File: src/core/isr_params.svh
// Constants of the status-reporting block: bit positions, masks, reset values, a depth.
`ifndef ISR_PARAMS_SVH
`define ISR_PARAMS_SVH
`define ISR_QD_VOLT        0
`define ISR_QD_CURR        1
`define ISR_QD_RES         9
`define ISR_QD_TEMP        10
`define ISR_QD_TOTAL       11
`define ISR_QD_MEMFULL     12
`define ISR_QD_USED_MASK   16'h1E03
`define ISR_SE_OPC         0
`define ISR_SE_QUERY       2
`define ISR_SE_DEVICE      3
`define ISR_SE_EXEC        4
`define ISR_SE_CMD         5
`define ISR_SE_PON         7
`define ISR_SE_USED_MASK   8'hBD
`define ISR_SE_ERR_MASK    8'h3C
`define ISR_SB_QUES        3
`define ISR_SB_MAV         4
`define ISR_SB_ESB         5
`define ISR_SB_RQS         6
`define ISR_SB_ENA_MASK    8'hBF
`define ISR_QD_RESET       16'h0000
`define ISR_SE_RESET       8'h80
`define ISR_SB_RESET       8'h00
`define ISR_OPC_DEPTH      4
`endif

File: src/core/isr_pkg.sv
// Types of the status-reporting block.
package isr_pkg;
	typedef enum logic [3:0] {
		ISR_CMD_NONE = 4'h0,
		ISR_CMD_CLS  = 4'h1,
		ISR_CMD_PRESET = 4'h2,
		ISR_CMD_QD_EVQ = 4'h3,
		ISR_CMD_QD_ENA = 4'h4,
		ISR_CMD_SE_EVQ = 4'h5,
		ISR_CMD_SE_ENA = 4'h6,
		ISR_CMD_SB_ENA = 4'h7,
		ISR_CMD_STBQ = 4'h8,
		ISR_CMD_OPC  = 4'h9,
		ISR_CMD_PSC  = 4'hA,
		ISR_CMD_QD_ENQ = 4'hB,
		ISR_CMD_SE_ENQ = 4'hC,
		ISR_CMD_SB_ENQ = 4'hD
	} isr_cmd_t;
	typedef struct packed {
		isr_cmd_t    op;
		logic [15:0] arg;
	} isr_req_t;
	typedef struct packed {
		logic [4:0] overload;
		logic       total_ovf;
		logic       mem_full;
		logic       query_err;
		logic       device_err;
		logic       exec_err;
		logic       cmd_err;
	} isr_evt_t;
	typedef enum logic [2:0] {
		ISR_OPC_IDLE = 3'b001,
		ISR_OPC_WAIT = 3'b010,
		ISR_OPC_SET  = 3'b100
	} isr_opc_t;
endpackage

File: src/core/isr_keep.sv
// Power-cycle retained store for the event enable mask and clear-at-power-on flag.
`timescale 1ns/1ps
`default_nettype none
module isr_keep (
	input  wire logic       clk,
	input  wire logic       we,
	input  wire logic [7:0] wdata,
	input  wire logic       psc_we,
	input  wire logic       psc_wdata,
	output var  logic [7:0] rdata,
	output var  logic       psc
);
	// Non-volatile by intent: no reset, so the values survive power-on.
	logic [7:0] mem_q;
	logic       psc_q;
	always_ff @(posedge clk) begin
		if (we) begin
			mem_q <= wdata;
		end
		if (psc_we) begin
			psc_q <= psc_wdata;
		end
		rdata <= we ? wdata : mem_q;
		psc   <= psc_we ? psc_wdata : psc_q;
	end
endmodule
`default_nettype wire

File: src/core/isr_status.sv
// Status register groups, status byte and service request logic.
`timescale 1ns/1ps
`default_nettype none
`include "isr_params.svh"
module isr_status (
	input  wire logic            clk,
	input  wire logic            resetn,
	input  wire logic            power_on,
	input  wire logic            req_valid,
	input  wire isr_pkg::isr_req_t req,
	input  wire logic            prior_busy,
	input  wire logic            scan_busy,
	input  wire isr_pkg::isr_evt_t evt,
	input  wire logic            out_pending,
	input  wire logic            serial_poll,
	output logic                 req_ready,
	output logic                 rsp_valid,
	output logic [15:0]          rsp_data,
	output logic [7:0]           poll_byte,
	output logic                 srq_o,
	output logic                 err_push,
	output logic [7:0]           status_byte
);
	logic [15:0] ques_ev_q;
	logic [15:0] ques_en_q;
	logic [7:0]  se_ev_q;
	logic [7:0]  sb_en_q;
	logic        rqs_q;
	logic        mav_q;
	logic        pon_pend_q;
	logic [15:0] ques_set;
	logic [7:0]  se_set;
	logic [7:0]  se_en;
	logic        psc;
	logic        ques_sum;
	logic        se_sum;
	logic [7:0]  sb_cond;
	logic        mss;
	logic        mss_q;
	logic        go;
	logic        ready_d;
	logic        opc_to_wait;
	isr_pkg::isr_opc_t opc_q;

	function automatic logic grp_sum(input logic [15:0] ev, input logic [15:0] en);
		grp_sum = |(ev & en);
	endfunction

	// Commands wait for earlier work; the poll path below bypasses this queue.
	// Ready is registered and a command is taken only where the host sees it high.
	// A late ready therefore never takes one command twice; the cost is one cycle of lag.
	assign opc_to_wait = (opc_q == isr_pkg::ISR_OPC_IDLE && go
		&& req.op == isr_pkg::ISR_CMD_OPC)
		|| (opc_q == isr_pkg::ISR_OPC_WAIT && (prior_busy || scan_busy));
	assign ready_d = !prior_busy && !opc_to_wait;
	assign go = req_valid && req_ready;

	always_comb begin
		ques_set = 16'h0000;
		ques_set[`ISR_QD_VOLT] = evt.overload[0];
		ques_set[`ISR_QD_CURR] = evt.overload[1];
		ques_set[`ISR_QD_RES]  = evt.overload[2] | evt.overload[3];
		ques_set[`ISR_QD_TEMP] = evt.overload[4];
		ques_set[`ISR_QD_TOTAL]   = evt.total_ovf;
		ques_set[`ISR_QD_MEMFULL] = evt.mem_full;
		ques_set = ques_set & `ISR_QD_USED_MASK;
	end

	always_comb begin
		se_set = 8'h00;
		se_set[`ISR_SE_OPC]    = opc_q == isr_pkg::ISR_OPC_SET;
		se_set[`ISR_SE_QUERY]  = evt.query_err;
		se_set[`ISR_SE_DEVICE] = evt.device_err | (|evt.overload);
		se_set[`ISR_SE_EXEC]   = evt.exec_err;
		se_set[`ISR_SE_CMD]    = evt.cmd_err;
		se_set[`ISR_SE_PON]    = pon_pend_q;
		se_set = se_set & `ISR_SE_USED_MASK;
	end

	// Combinational summaries; the registered status byte follows the event registers one cycle later.
	assign ques_sum = grp_sum(ques_ev_q, ques_en_q);
	assign se_sum   = grp_sum({8'h00, se_ev_q}, {8'h00, se_en});

	always_comb begin
		sb_cond = 8'h00;
		sb_cond[`ISR_SB_QUES] = ques_sum;
		sb_cond[`ISR_SB_MAV]  = mav_q;
		sb_cond[`ISR_SB_ESB]  = se_sum;
	end
	assign mss = |(sb_cond & sb_en_q & `ISR_SB_ENA_MASK);

	// Event latching: set wins over clear; a set bit just stays set.
	always_ff @(posedge clk) begin
		if (!resetn) begin
			ques_ev_q <= `ISR_QD_RESET;
		end else if (go && (req.op == isr_pkg::ISR_CMD_CLS || req.op == isr_pkg::ISR_CMD_QD_EVQ)) begin
			ques_ev_q <= ques_set;
		end else begin
			ques_ev_q <= ques_ev_q | ques_set;
		end
	end

	always_ff @(posedge clk) begin
		if (!resetn) begin
			se_ev_q <= 8'h00;
		end else if (go && (req.op == isr_pkg::ISR_CMD_CLS || req.op == isr_pkg::ISR_CMD_SE_EVQ)) begin
			se_ev_q <= se_set;
		end else begin
			se_ev_q <= se_ev_q | se_set;
		end
	end

	// Power-on flag is raised by the power pulse and handed into the event bit once.
	always_ff @(posedge clk) begin
		if (!resetn) begin
			pon_pend_q <= 1'b0;
		end else begin
			pon_pend_q <= power_on;
		end
	end

	always_ff @(posedge clk) begin
		if (!resetn || power_on) begin
			ques_en_q <= `ISR_QD_RESET;
		end else if (go && req.op == isr_pkg::ISR_CMD_PRESET) begin
			ques_en_q <= `ISR_QD_RESET;
		end else if (go && req.op == isr_pkg::ISR_CMD_QD_ENA) begin
			ques_en_q <= req.arg;
		end
	end

	always_ff @(posedge clk) begin
		if (!resetn) begin
			sb_en_q <= `ISR_SB_RESET;
		end else if (power_on && psc) begin
			sb_en_q <= `ISR_SB_RESET;
		end else if (go && req.op == isr_pkg::ISR_CMD_SB_ENA) begin
			sb_en_q <= req.arg[7:0] & `ISR_SB_ENA_MASK;
		end
	end

	// The enable mask lives in the retained store, which the power-on pulse clears only while psc is set.
	// A chip reset loads known values, so the summaries never start out unknown.
	isr_keep u_keep (
		.clk       (clk),
		.we        (!resetn || (go && req.op == isr_pkg::ISR_CMD_SE_ENA) || (power_on && psc)),
		.wdata     ((!resetn || (power_on && psc)) ? 8'h00 : req.arg[7:0]),
		.psc_we    (!resetn || (go && req.op == isr_pkg::ISR_CMD_PSC)),
		.psc_wdata (resetn && req.arg[0]),
		.rdata     (se_en),
		.psc       (psc)
	);

	always_ff @(posedge clk) begin
		if (!resetn) begin
			opc_q <= isr_pkg::ISR_OPC_IDLE;
		end else begin
			case (opc_q)
				isr_pkg::ISR_OPC_IDLE: begin
					if (go && req.op == isr_pkg::ISR_CMD_OPC) begin
						opc_q <= isr_pkg::ISR_OPC_WAIT;
					end
				end
				isr_pkg::ISR_OPC_WAIT: begin
					if (!prior_busy && !scan_busy) begin
						opc_q <= isr_pkg::ISR_OPC_SET;
					end
				end
				isr_pkg::ISR_OPC_SET: begin
					opc_q <= isr_pkg::ISR_OPC_IDLE;
				end
				default: begin
					opc_q <= isr_pkg::ISR_OPC_IDLE;
				end
			endcase
		end
	end

	always_ff @(posedge clk) begin
		if (!resetn) begin
			mav_q <= 1'b0;
		end else begin
			mav_q <= out_pending;
		end
	end

	// Request bit: set on rising summary, cleared only by a poll or loss of cause.
	always_ff @(posedge clk) begin
		if (!resetn) begin
			mss_q <= 1'b0;
			rqs_q <= 1'b0;
		end else begin
			mss_q <= mss;
			if (mss && !mss_q) begin
				rqs_q <= 1'b1;
			end else if (serial_poll || !mss) begin
				rqs_q <= 1'b0;
			end
		end
	end

	always_ff @(posedge clk) begin
		if (!resetn) begin
			srq_o <= 1'b0;
			poll_byte <= 8'h00;
			status_byte <= 8'h00;
		end else begin
			srq_o <= (mss && !mss_q) || (rqs_q && !serial_poll && mss);
			poll_byte <= sb_cond | {1'b0, rqs_q, 6'h00};
			status_byte <= sb_cond | {1'b0, mss, 6'h00};
		end
	end

	always_ff @(posedge clk) begin
		if (!resetn) begin
			req_ready <= 1'b0;
			rsp_valid <= 1'b0;
			rsp_data <= 16'h0000;
			err_push <= 1'b0;
		end else begin
			req_ready <= ready_d;
			// Overload alone sets the device bit but never queues an error.
			err_push <= evt.query_err || evt.device_err
				|| evt.exec_err || evt.cmd_err;
			rsp_valid <= go && (req.op == isr_pkg::ISR_CMD_STBQ
				|| req.op == isr_pkg::ISR_CMD_QD_EVQ || req.op == isr_pkg::ISR_CMD_SE_EVQ
				|| req.op == isr_pkg::ISR_CMD_QD_ENQ || req.op == isr_pkg::ISR_CMD_SE_ENQ
				|| req.op == isr_pkg::ISR_CMD_SB_ENQ);
			case (req.op)
				isr_pkg::ISR_CMD_STBQ:   rsp_data <= {8'h00, sb_cond | {1'b0, mss, 6'h00}};
				isr_pkg::ISR_CMD_QD_EVQ: rsp_data <= ques_ev_q;
				isr_pkg::ISR_CMD_SE_EVQ: rsp_data <= {8'h00, se_ev_q};
				isr_pkg::ISR_CMD_QD_ENQ: rsp_data <= ques_en_q;
				isr_pkg::ISR_CMD_SE_ENQ: rsp_data <= {8'h00, se_en};
				isr_pkg::ISR_CMD_SB_ENQ: rsp_data <= {8'h00, sb_en_q};
				default:                 rsp_data <= 16'h0000;
			endcase
		end
	end

	AST_QUES_SUM: assert property (@(posedge clk) disable iff (!resetn)
		(|(ques_ev_q & ques_en_q)) |=> status_byte[`ISR_SB_QUES] || !resetn)
		else $error("questionable summary missing");
	AST_SE_SUM: assert property (@(posedge clk) disable iff (!resetn)
		(|(se_ev_q & se_en)) |=> status_byte[`ISR_SB_ESB])
		else $error("standard summary missing");
	AST_UNUSED_QD: assert property (@(posedge clk) disable iff (!resetn)
		(ques_ev_q & ~`ISR_QD_USED_MASK) == 16'h0000)
		else $error("unused questionable bit set");
	AST_UNUSED_SE: assert property (@(posedge clk) disable iff (!resetn)
		se_ev_q[1] == 1'b0 && se_ev_q[6] == 1'b0)
		else $error("unused standard bit set");
	AST_OVL_BOTH: assert property (@(posedge clk) disable iff (!resetn)
		|evt.overload |=> se_ev_q[`ISR_SE_DEVICE] && |ques_ev_q)
		else $error("overload not in both groups");
	AST_MAV: assert property (@(posedge clk) disable iff (!resetn)
		out_pending |=> ##1 status_byte[`ISR_SB_MAV])
		else $error("output pending flag missing");
	AST_POLL_CLR: assert property (@(posedge clk) disable iff (!resetn)
		serial_poll && !(mss && !mss_q) |=> !rqs_q)
		else $error("poll did not clear request bit");
	AST_OPC_WAIT: assert property (@(posedge clk) disable iff (!resetn)
		opc_q == isr_pkg::ISR_OPC_WAIT && scan_busy |=> opc_q != isr_pkg::ISR_OPC_SET)
		else $error("completion during scan");
	AST_STBQ_ORDER: assert property (@(posedge clk) disable iff (!resetn)
		req_valid && req.op == isr_pkg::ISR_CMD_STBQ && prior_busy |=> ##1 !rsp_valid)
		else $error("status query ran early");
	AST_BUSY_READY: assert property (@(posedge clk) disable iff (!resetn)
		prior_busy |=> !req_ready)
		else $error("ready while earlier work runs");
	AST_OPC_BLOCK: assert property (@(posedge clk) disable iff (!resetn)
		opc_q == isr_pkg::ISR_OPC_WAIT |-> !req_ready)
		else $error("command taken while completion waits");
	AST_RQS_RISE: assert property (@(posedge clk) disable iff (!resetn)
		mss && !mss_q |=> rqs_q && srq_o)
		else $error("rising summary gave no request");
	AST_ERR_PUSH: assert property (@(posedge clk) disable iff (!resetn)
		evt.query_err || evt.device_err || evt.exec_err || evt.cmd_err |=> err_push)
		else $error("error not queued");
	AST_OVL_NO_PUSH: assert property (@(posedge clk) disable iff (!resetn)
		(|evt.overload) && !(evt.query_err || evt.device_err || evt.exec_err || evt.cmd_err)
		|=> !err_push)
		else $error("overload queued an error");
endmodule
`default_nettype wire

File: config.mk
export PLATFORM = sky130hd
export DESIGN_NAME = isr_status
export DESIGN_NICKNAME = d
export VERILOG_FILES = /design/src/core/isr_pkg.sv /design/src/core/isr_keep.sv /design/src/core/isr_status.sv
export VERILOG_INCLUDE_DIRS = /design/src /design/src/core
export SDC_FILE = /design/constraint.sdc
export NUM_CORES = 1
export LEC_CHECK = 0
export BUFFER_PORTS_ARGS = -buffer_cell sky130_fd_sc_hd__buf_2
export CORE_UTILIZATION = 45
export DETAILED_ROUTE_END_ITERATION = 10
export PLACE_DENSITY_LB_ADDON = 0.15
export SLEW_MARGIN = 20
export SYNTH_ARGS = -nofsm -noshare
export SYNTH_HDL_FRONTEND = slang
export SYNTH_SLANG_ARGS = --single-unit
File: constraint.sdc
create_clock -name clk -period 2.25 [get_ports clk]
set_input_delay 0.675 -clock clk [delete_from_list [all_inputs] [get_ports clk]]
set_output_delay 0.675 -clock clk [all_outputs]
set_load 0.02 [all_outputs]
==> results of run 1 <==
per-layer routing:
metal | track usage | share of wire | vias to the layer above
li1 | - | - | 1204
met3 | 0.0451 | 0.073 | 11
met5 | 0 | 0 | -
met4 | 0.0897 | 0.014 | 0
met2 | 0.316 | 0.43 | 96
met1 | 0.302 | 0.48 | 1138
state kept, by name, summed over array words and instances, names as in the netlist, 3 cells and up:
signal and cells:
sb_en_q 7, u_keep.rdata 8, se_ev_q 6, ques_ev_q 6, rsp_data 16, opc_q 3
status_byte 3, ques_en_q 16
logic make-up after synthesis:
kind of cell | Yosys count | synth area share
AND/OR/NAND/NOR | 117 | 0.203
AO/OA/AOI/OAI | 75 | 0.161
flip-flops | 75 | 0.544
buffers and inverters | 31 | 0.0632
multiplexers | 8 | 0.0274
other | 1 | 0.00128
Yosys cell counts:
library cell  number
dfxtp_1           66
nand2_1           44
a21oi_1           32
nor2_1            29
a22oi_1           26
and3_1            14
buf_4             13
a31oi_1            9
edfxtp_1           9
mux2i_1            8
clkbuf_1           6
and2_1             5
inv_1              5
buf_2              4
nand2b_1           4
nor3_1             3
nor4_1             3
o21ai_0            3
buf_6              2
nand3_1            2
or4b_1             2
a21o_1             1
clkinv_1           1
conb_1             1
nand2_2            1
nand2b_4           1
nand4b_1           1
nor2_2             1
nor2b_1            1
nor3_2             1
nor3_4             1
nor4_4             1
o211ai_1           1
o22ai_1            1
o311ai_2           1
o31ai_1            1
or3_1              1
or4_1              1
or4_4              1
area by class of cell:
cell class                 instances  area [sq um]  share of cell area
multi-input combinational        208          1180               0.334
clock inverter                     3          68.8              0.0195
sequential                        75          1590               0.452
clock buffer                      13           170              0.0483
tap                               77          96.3              0.0273
timing repair buffer              75           398               0.113
inverter                           6          22.5             0.00639
power groups by stage:
stage | sequential (W) | combinational, W | clock [W]
after floorplan | 0.00144 | 0.000113 | 0
after global placement | 0.00144 | 0.000184 | 0
after detailed placement | 0.00144 | 0.000185 | 0
after CTS | 0.00141 | 0.000186 | 0.00122
after global routing | 0.00142 | 0.000208 | 0.00129
final | 0.00142 | 0.000186 | 0.00120
worst max-delay path: cells and delay by family:
kind / cells / cell delay (ns)
compound gates: 1 / 0.25
simple gates: 3 / 0.86
buf+inv: 1 / 0.09
stage by stage:
step | power [W] | hold WS [ns]
floorplan | 0.00156 | 0.410
global placement | 0.00163 | 0.423
detailed placement | 0.00163 | 0.423
CTS | 0.00282 | 0.433
global route | 0.00291 | 0.454
finish | 0.00281 | 0.430
worst paths after layout:
kind | endpoint | cells after the start
worst max-delay path | se_ev_q[0]$_SDFF_PN0_ | 5
worst max register to register | se_ev_q[0]$_SDFF_PN0_ | 4
worst min-delay path | poll_byte[6]$_SDFF_PN0_ | 2
worst min register to register | poll_byte[6]$_SDFF_PN0_ | 2
==> metrics.cfg, run 1 <==
[setup_path]
critPathRequiredTime_ns = 2.48
crit_chain = buf_2 > nand2_2 > or4b_1 > a22oi_1 > nor2_1
max_stage_delay_ns = 0.68
critPathCaptureType = flip-flop
ff2ff_setup_slack_ns = 0.62
path_class = input port to flip-flop
critPathLaunchType = input port
crit_fanout = 7
slowest_stage = or4b_1
critPathArrivalTime_ns = 1.89
startpoint = req_valid
r2r_start = req_ready$_SDFF_PN0_

[clock_tree]
cts-resized-gates = 0
root_buffer = clkbuf_8
post_cts_buffers = 0
ctsHtreeMaxLevel = 3
postCtsHoldBufs = 0
cts_tree = done
cts_inserted_buffers = 9
clkLatencyLatePin_ns = 0.34
clk_path_buf_depth = 2
clk_pin_slew_ns = 0.07
cts.sinks = 75

[final_layout]
antenna_cells = 0
drive_above_1_share = 0.255
area_delta_synth_final_pct = 20.4
fin_area_sq_mm = 0.00352
final_cell_mix = dfxtp_1 (66), buf_2 (66), nand2_1 (44)
fin_nets = 414
final_core_util = 0.558
fill_cells = 605
final_cells = 457

[timing]
final.setup.worst_slack_ns = 0.593
clock.fmax_mhz = 603
min_period_ns = 1.66
period_share = 0.736
skew_ns = 0.00982
hold_violations = 0
worst_slew_pin_slew_ns = 0.581
slew_headroom = 0.610
finalSetupTns_ns = 0
rsz0062_at_grt = no
setup_viol = 0
drv_slew = 0

[yosys]
synth_seq_area_share = 0.544
yosys_warnings = 0
synth_top_area_frac = 0.451
mappedNetlistArea_sq_mm = 0.00293
synth_largest_area_cell = dfxtp_1
synth_seq_cells = 75
syn_inst = 307
synth.area.top_cells = dfxtp_1 (45%), edfxtp_1 (9.2%), a22oi_1 (6.7%), nand2_1 (5.6%), a21oi_1 (5.5%)
synth.avg_cell_area_sq_um = 9.54
yosysUniqueCellTypes = 39

[power]
cellPowerDensity_mw_per_mm2 = 796
internal_power_w = 0.00218
switchingPower_w = 0.000622
peakVddDrop_v = 0.000506
power_leakage_nw = 1.45
clock_power_share = 0.429
comb_power_share = 0.066
seq_power_share = 0.504
swShare = 0.222

[routing]
wire_per_inst_um = 15.0
first_iter_violations = 165
drc = 0
vias = 2449
dr.pass1.iters = 4
finalWirelength_um = 6850
vias_per_cell = 5.36
ant_nets = 0

[placed_design]
dp.cells = 441
pre_cts_ws_ns = 0.248
placed_area_sq_mm = 0.00329
dpl.hpwl_um = 4920
gp_congestion = 0.824
port_buffers = 66

[die]
dieHeight_um = 82.7
die_width_um = 82.7
ios = 75
dieArea_sq_mm = 0.00683
initial_core_util = 0.464
fp-row-count = 29
coreArea_sq_mm = 0.00631

[global_route]
first_global_vias = 2137
grt_first_pass_wirelength_um = 10600
grt_max_degree = 20
antenna_found_initial = 0
grt_overflow = 0
grt_use_total = 0.215

[worst_hold_path]
hp-class = flip-flop to flip-flop
worstHoldStart = rqs_q$_SDFFE_PN0P_

[outcome]
outcome = completed

[run]
maxCapViolations = 0

Power figures use the tool's default switching activity.
==> inputs of run 2 (changes only) <==
--- a/config.mk
+++ b/config.mk
@@ -6,6 +6,7 @@
 export SDC_FILE = /design/constraint.sdc
 export NUM_CORES = 1
 export LEC_CHECK = 0
+export ABC_AREA = 1
 export BUFFER_PORTS_ARGS = -buffer_cell sky130_fd_sc_hd__buf_2
 export CORE_UTILIZATION = 45
 export DETAILED_ROUTE_END_ITERATION = 10
==> constraint.sdc (replaced) <==
create_clock -name clk -period 1.4 [get_ports clk]
set_input_delay 0.42 -clock clk [delete_from_list [all_inputs] [get_ports clk]]
set_output_delay 0.42 -clock clk [all_outputs]
set_load 0.02 [all_outputs]
==> run 2 against run 1 <==
The flow now finishes with violations (design-rule violations). Non-clock buffer count increased by 23. Final cell count increased by 22%. First-iteration DRC count increased by 6.7%. Wire length increased by 1.8%. Via count increased by 10%. Clock power increased by 43%. Global-route usage about the same. Register-to-register slack got worse by 0.54 ns. Die area increased by 3.7%. Hold slack got worse by 0.18 ns. Critical path type is now flip-flop to flip-flop. Critical endpoint is now u_keep.rdata[7]$_SDFFCE_PP0P_. Highest routed layer unchanged.
==> metrics.cfg, run 2 <==
[outcome]
outcome = complete, but fails checks  ; was completed
violations = design-rule violations

[clock_tree]
root_buffer = clkbuf_8  ; unchanged
clkLatencyLatePin_ns = 0.34  ; about the same
cts.sinks = 75  ; unchanged
cts_tree = done  ; unchanged
post_cts_buffers = 0  ; unchanged
clk_pin_slew_ns = 0.07  ; about the same
ctsHtreeMaxLevel = 3  ; unchanged
cts_inserted_buffers = 9  ; unchanged
clk_path_buf_depth = 2  ; unchanged

[die]
initial_core_util = 0.473  ; was 0.464
dieHeight_um = 84.2  ; was 82.7 um
fp-row-count = 29  ; unchanged
die_width_um = 84.2  ; was 82.7 um
ios = 75  ; unchanged
dieArea_sq_mm = 0.00709  ; was 0.00683 sq mm
coreArea_sq_mm = 0.00642  ; was 0.00631 sq mm

[routing]
vias_per_cell = 4.82  ; was 5.36
dr.pass1.iters = 8  ; was 4
vias = 2693  ; was 2449
first_iter_violations = 176  ; was 165
drc = 10  ; was 0
ant_nets = 0  ; unchanged
finalWirelength_um = 6980  ; was 6850 um
wire_per_inst_um = 12.5  ; was 15.0 um

[yosys]
synth_seq_cells = 75  ; unchanged
post-synth-top-count-cell = nand2_1  ; was dfxtp_1
synthArstFlopShare = 0  ; unchanged
synth.area.top_cells = dfxtp_1 (43%), nand2_1 (9.6%), edfxtp_1 (8.9%), a21oi_1 (6.4%), inv_1 (5.9%)  ; was dfxtp_1 (45%), edfxtp_1 (9.2%), a22oi_1 (6.7%), nand2_1 (5.6%), a21oi_1 (5.5%)
syn_inst = 383  ; was 307
synth_edf_count = 9  ; unchanged
yosysUniqueCellTypes = 25  ; was 39
synth_seq_area_share = 0.523  ; was 0.544
synth_largest_area_cell = dfxtp_1  ; unchanged
synth.avg_cell_area_sq_um = 7.94  ; was 9.54 sq um
ys.flop_type = dfxtp_1  ; unchanged
synth_common_cells = nand2_1 (78), dfxtp_1 (66), inv_1 (48), a21oi_1 (39), nor2_1 (38)  ; was dfxtp_1 (66), nand2_1 (44), a21oi_1 (32), nor2_1 (29), a22oi_1 (26)
mappedNetlistArea_sq_mm = 0.00304  ; was 0.00293 sq mm
synth_top_area_frac = 0.435  ; was 0.451
yosys_warnings = 0  ; unchanged

[timing]
hold_violations = 0  ; unchanged
drv_slew = 0  ; unchanged
period_share = 0.943
min_period_ns = 1.32
setup_viol = 0  ; unchanged
skew_ns = 0.00792  ; was 0.00982 ns
rsz0062_at_grt = no  ; unchanged
clock.fmax_mhz = 758

[run]
maxCapViolations = 0  ; unchanged

[placed_design]
dpl.hpwl_um = 5310  ; was 4920 um
port_buffers = 66  ; unchanged
dp.cells = 543  ; was 441
gp_congestion = 0.891  ; was 0.824
placed_area_sq_mm = 0.00361  ; was 0.00329 sq mm

[final_layout]
final_cells = 559  ; was 457
fill_cells = 634  ; was 605
seqCellArea_sq_mm = 0.00159  ; unchanged
drive_above_1_share = 0.282  ; was 0.255
reg.largest.list = ques_en_q (16), rsp_data (16), u_keep.rdata (8)  ; unchanged
final_cell_mix = nand2_1 (77), dfxtp_1 (66), buf_2 (66)  ; was dfxtp_1 (66), buf_2 (66), nand2_1 (44)
final_common_cell = nand2_1
antenna_cells = 0  ; unchanged
area_delta_synth_final_pct = 26.0  ; was 20.4%
fin_nets = 516  ; was 414
multi_input_area_sq_mm = 0.00115  ; was 0.00118 sq mm
fin_area_sq_mm = 0.00383  ; was 0.00352 sq mm

[setup_path]
crit_chain = nand2_1 > inv_1 > nand2_1 > o21ai_4  ; was buf_2 > nand2_2 > or4b_1 > a22oi_1 > nor2_1
slowest_stage = dfxtp_1  ; was or4b_1
critPathRequiredTime_ns = 1.42  ; was 2.48 ns
critPathArrivalTime_ns = 1.34  ; was 1.89 ns
r2r_start = req_ready$_SDFF_PN0_  ; unchanged
critPathCaptureType = flip-flop  ; unchanged
max_stage_delay_ns = 0.33  ; was 0.68 ns
crit_fanout = 8  ; was 7
cp_top_family = flip-flops  ; was simple AND/OR/NAND/NOR gates
r2r-end = u_keep.rdata[7]$_SDFFCE_PP0P_  ; was se_ev_q[0]$_SDFF_PN0_
cp_num_buf_inv = 1  ; unchanged
path_class = flip-flop to flip-flop  ; was input port to flip-flop
crit_top_cell = nand2_1
reg2reg_depth = 4  ; unchanged
ff2ff_setup_slack_ns = 0.08  ; was 0.62 ns
critPathLaunchType = flip-flop  ; was input port

[power]
seq_power_share = 0.514  ; was 0.504
power_leakage_nw = 1.86  ; was 1.45 nW
internal_power_w = 0.00339  ; was 0.00218 W
switchingPower_w = 0.00108  ; was 0.000622 W
swShare = 0.241  ; was 0.222
cellPowerDensity_mw_per_mm2 = 1170  ; was 796 mW/mm^2
peakVddDrop_v = 0.000773  ; was 0.000506 V
comb_power_share = 0.100  ; was 0.066
clock_power_share = 0.386  ; was 0.429
power.total_w = 0.00447  ; was 0.00281 W

[worst_hold_path]
hp-class = input port to flip-flop  ; was flip-flop to flip-flop
min_path_cells = 2  ; unchanged
hold_path_end = req_ready$_SDFF_PN0_  ; was poll_byte[6]$_SDFF_PN0_
worstHoldStart = prior_busy  ; was rqs_q$_SDFFE_PN0P_

[global_route]
first_global_vias = 2443  ; was 2137
grt_max_degree = 23  ; was 20
grt_use_total = 0.215  ; about the same
grt_overflow = 0  ; unchanged
antenna_found_initial = 0  ; unchanged
grt_first_pass_wirelength_um = 11700  ; was 10600 um

[run 2: changes by cell type after synthesis, sizes merged, moves of 17 or more]
cell   previous run  this run
inv               5        51
a22oi            26         0
a21oi            32        52
nand3             2        19
nand2            45        78
o21ai             3        32
[run 2: what timing repair did]
action / CTS / global route
hold buffers: 0 / 0
resized for setup: 0 / 3
setup endpoints to repair: 0 / 5
[run 2: cell type report]
type,count,share of cell area
Tap cell,77,0.0252
Timing Repair Buffer,98,0.153
Clock buffer,12,0.0431
Clock inverter,4,0.0121
Multi-Input combinational cell,241,0.300
Sequential cell,75,0.416
Inverter,52,0.0510
[run 2: worst max path at each step]
stage | from | endpoint | cells after the start
global placement | req[18] | ques_en_q[7]$_SDFFE_PP0P_ | 8
finish | req_ready$_SDFF_PN0_ | u_keep.rdata[7]$_SDFFCE_PP0P_ | 4
CTS | req_ready$_SDFF_PN0_ | u_keep.rdata[7]$_SDFFCE_PP0P_ | 4
detailed placement | req[18] | ques_en_q[5]$_SDFFE_PP0P_ | 8
floorplan | req_ready$_SDFF_PN0_ | u_keep.rdata[0]$_SDFFCE_PP0P_ | 4
global route | req_ready$_SDFF_PN0_ | ques_en_q[0]$_SDFFE_PP0P_ | 6
[run 2: power groups by stage]
stage          sequential, W  combinational, W  clock [W]
6_report             0.00230          0.000449    0.00172
5_1_grt              0.00231          0.000502    0.00186
4_1_cts              0.00230          0.000448    0.00176
3_5_place_dp         0.00235          0.000445          0
3_3_place_gp         0.00235          0.000441          0
2_1_floorplan        0.00235          0.000251          0
[run 2: cells by family (layout without fill, tap and decap cells)]
| group | Yosys count | after routing | share of synthesized area |
|---|---|---|---|
| simple gates | 145 | 145 | 0.198 |
| compound gates | 88 | 88 | 0.164 |
| flops | 75 | 75 | 0.523 |
| buf+inv | 74 | 166 | 0.114 |
| other cells | 1 | 8 | 0.00123 |
[run 2: metal layers]
metal | track usage | vias up | wire length (um)
met3 | 0.0610 | 8 | 490
li1 | - | 1396 | -
met5 | 0 | - | 0
met1 | 0.315 | 1203 | 3400
met2 | 0.308 | 86 | 2990
met4 | 0.0611 | 0 | 94
[run 2: stage by stage]
step	hold WS (ns)	setup slack (ns)	TNS [ns]	util
after floorplan	0.407	0.0272	0	-
after global placement	0.417	-0.200	-5.81	0.562
after detailed placement	0.421	-0.211	-5.85	0.562
after CTS	0.237	0.0848	0	0.595
after global routing	0.235	0.00178	0	0.596
final	0.248	0.0799	0	0.596
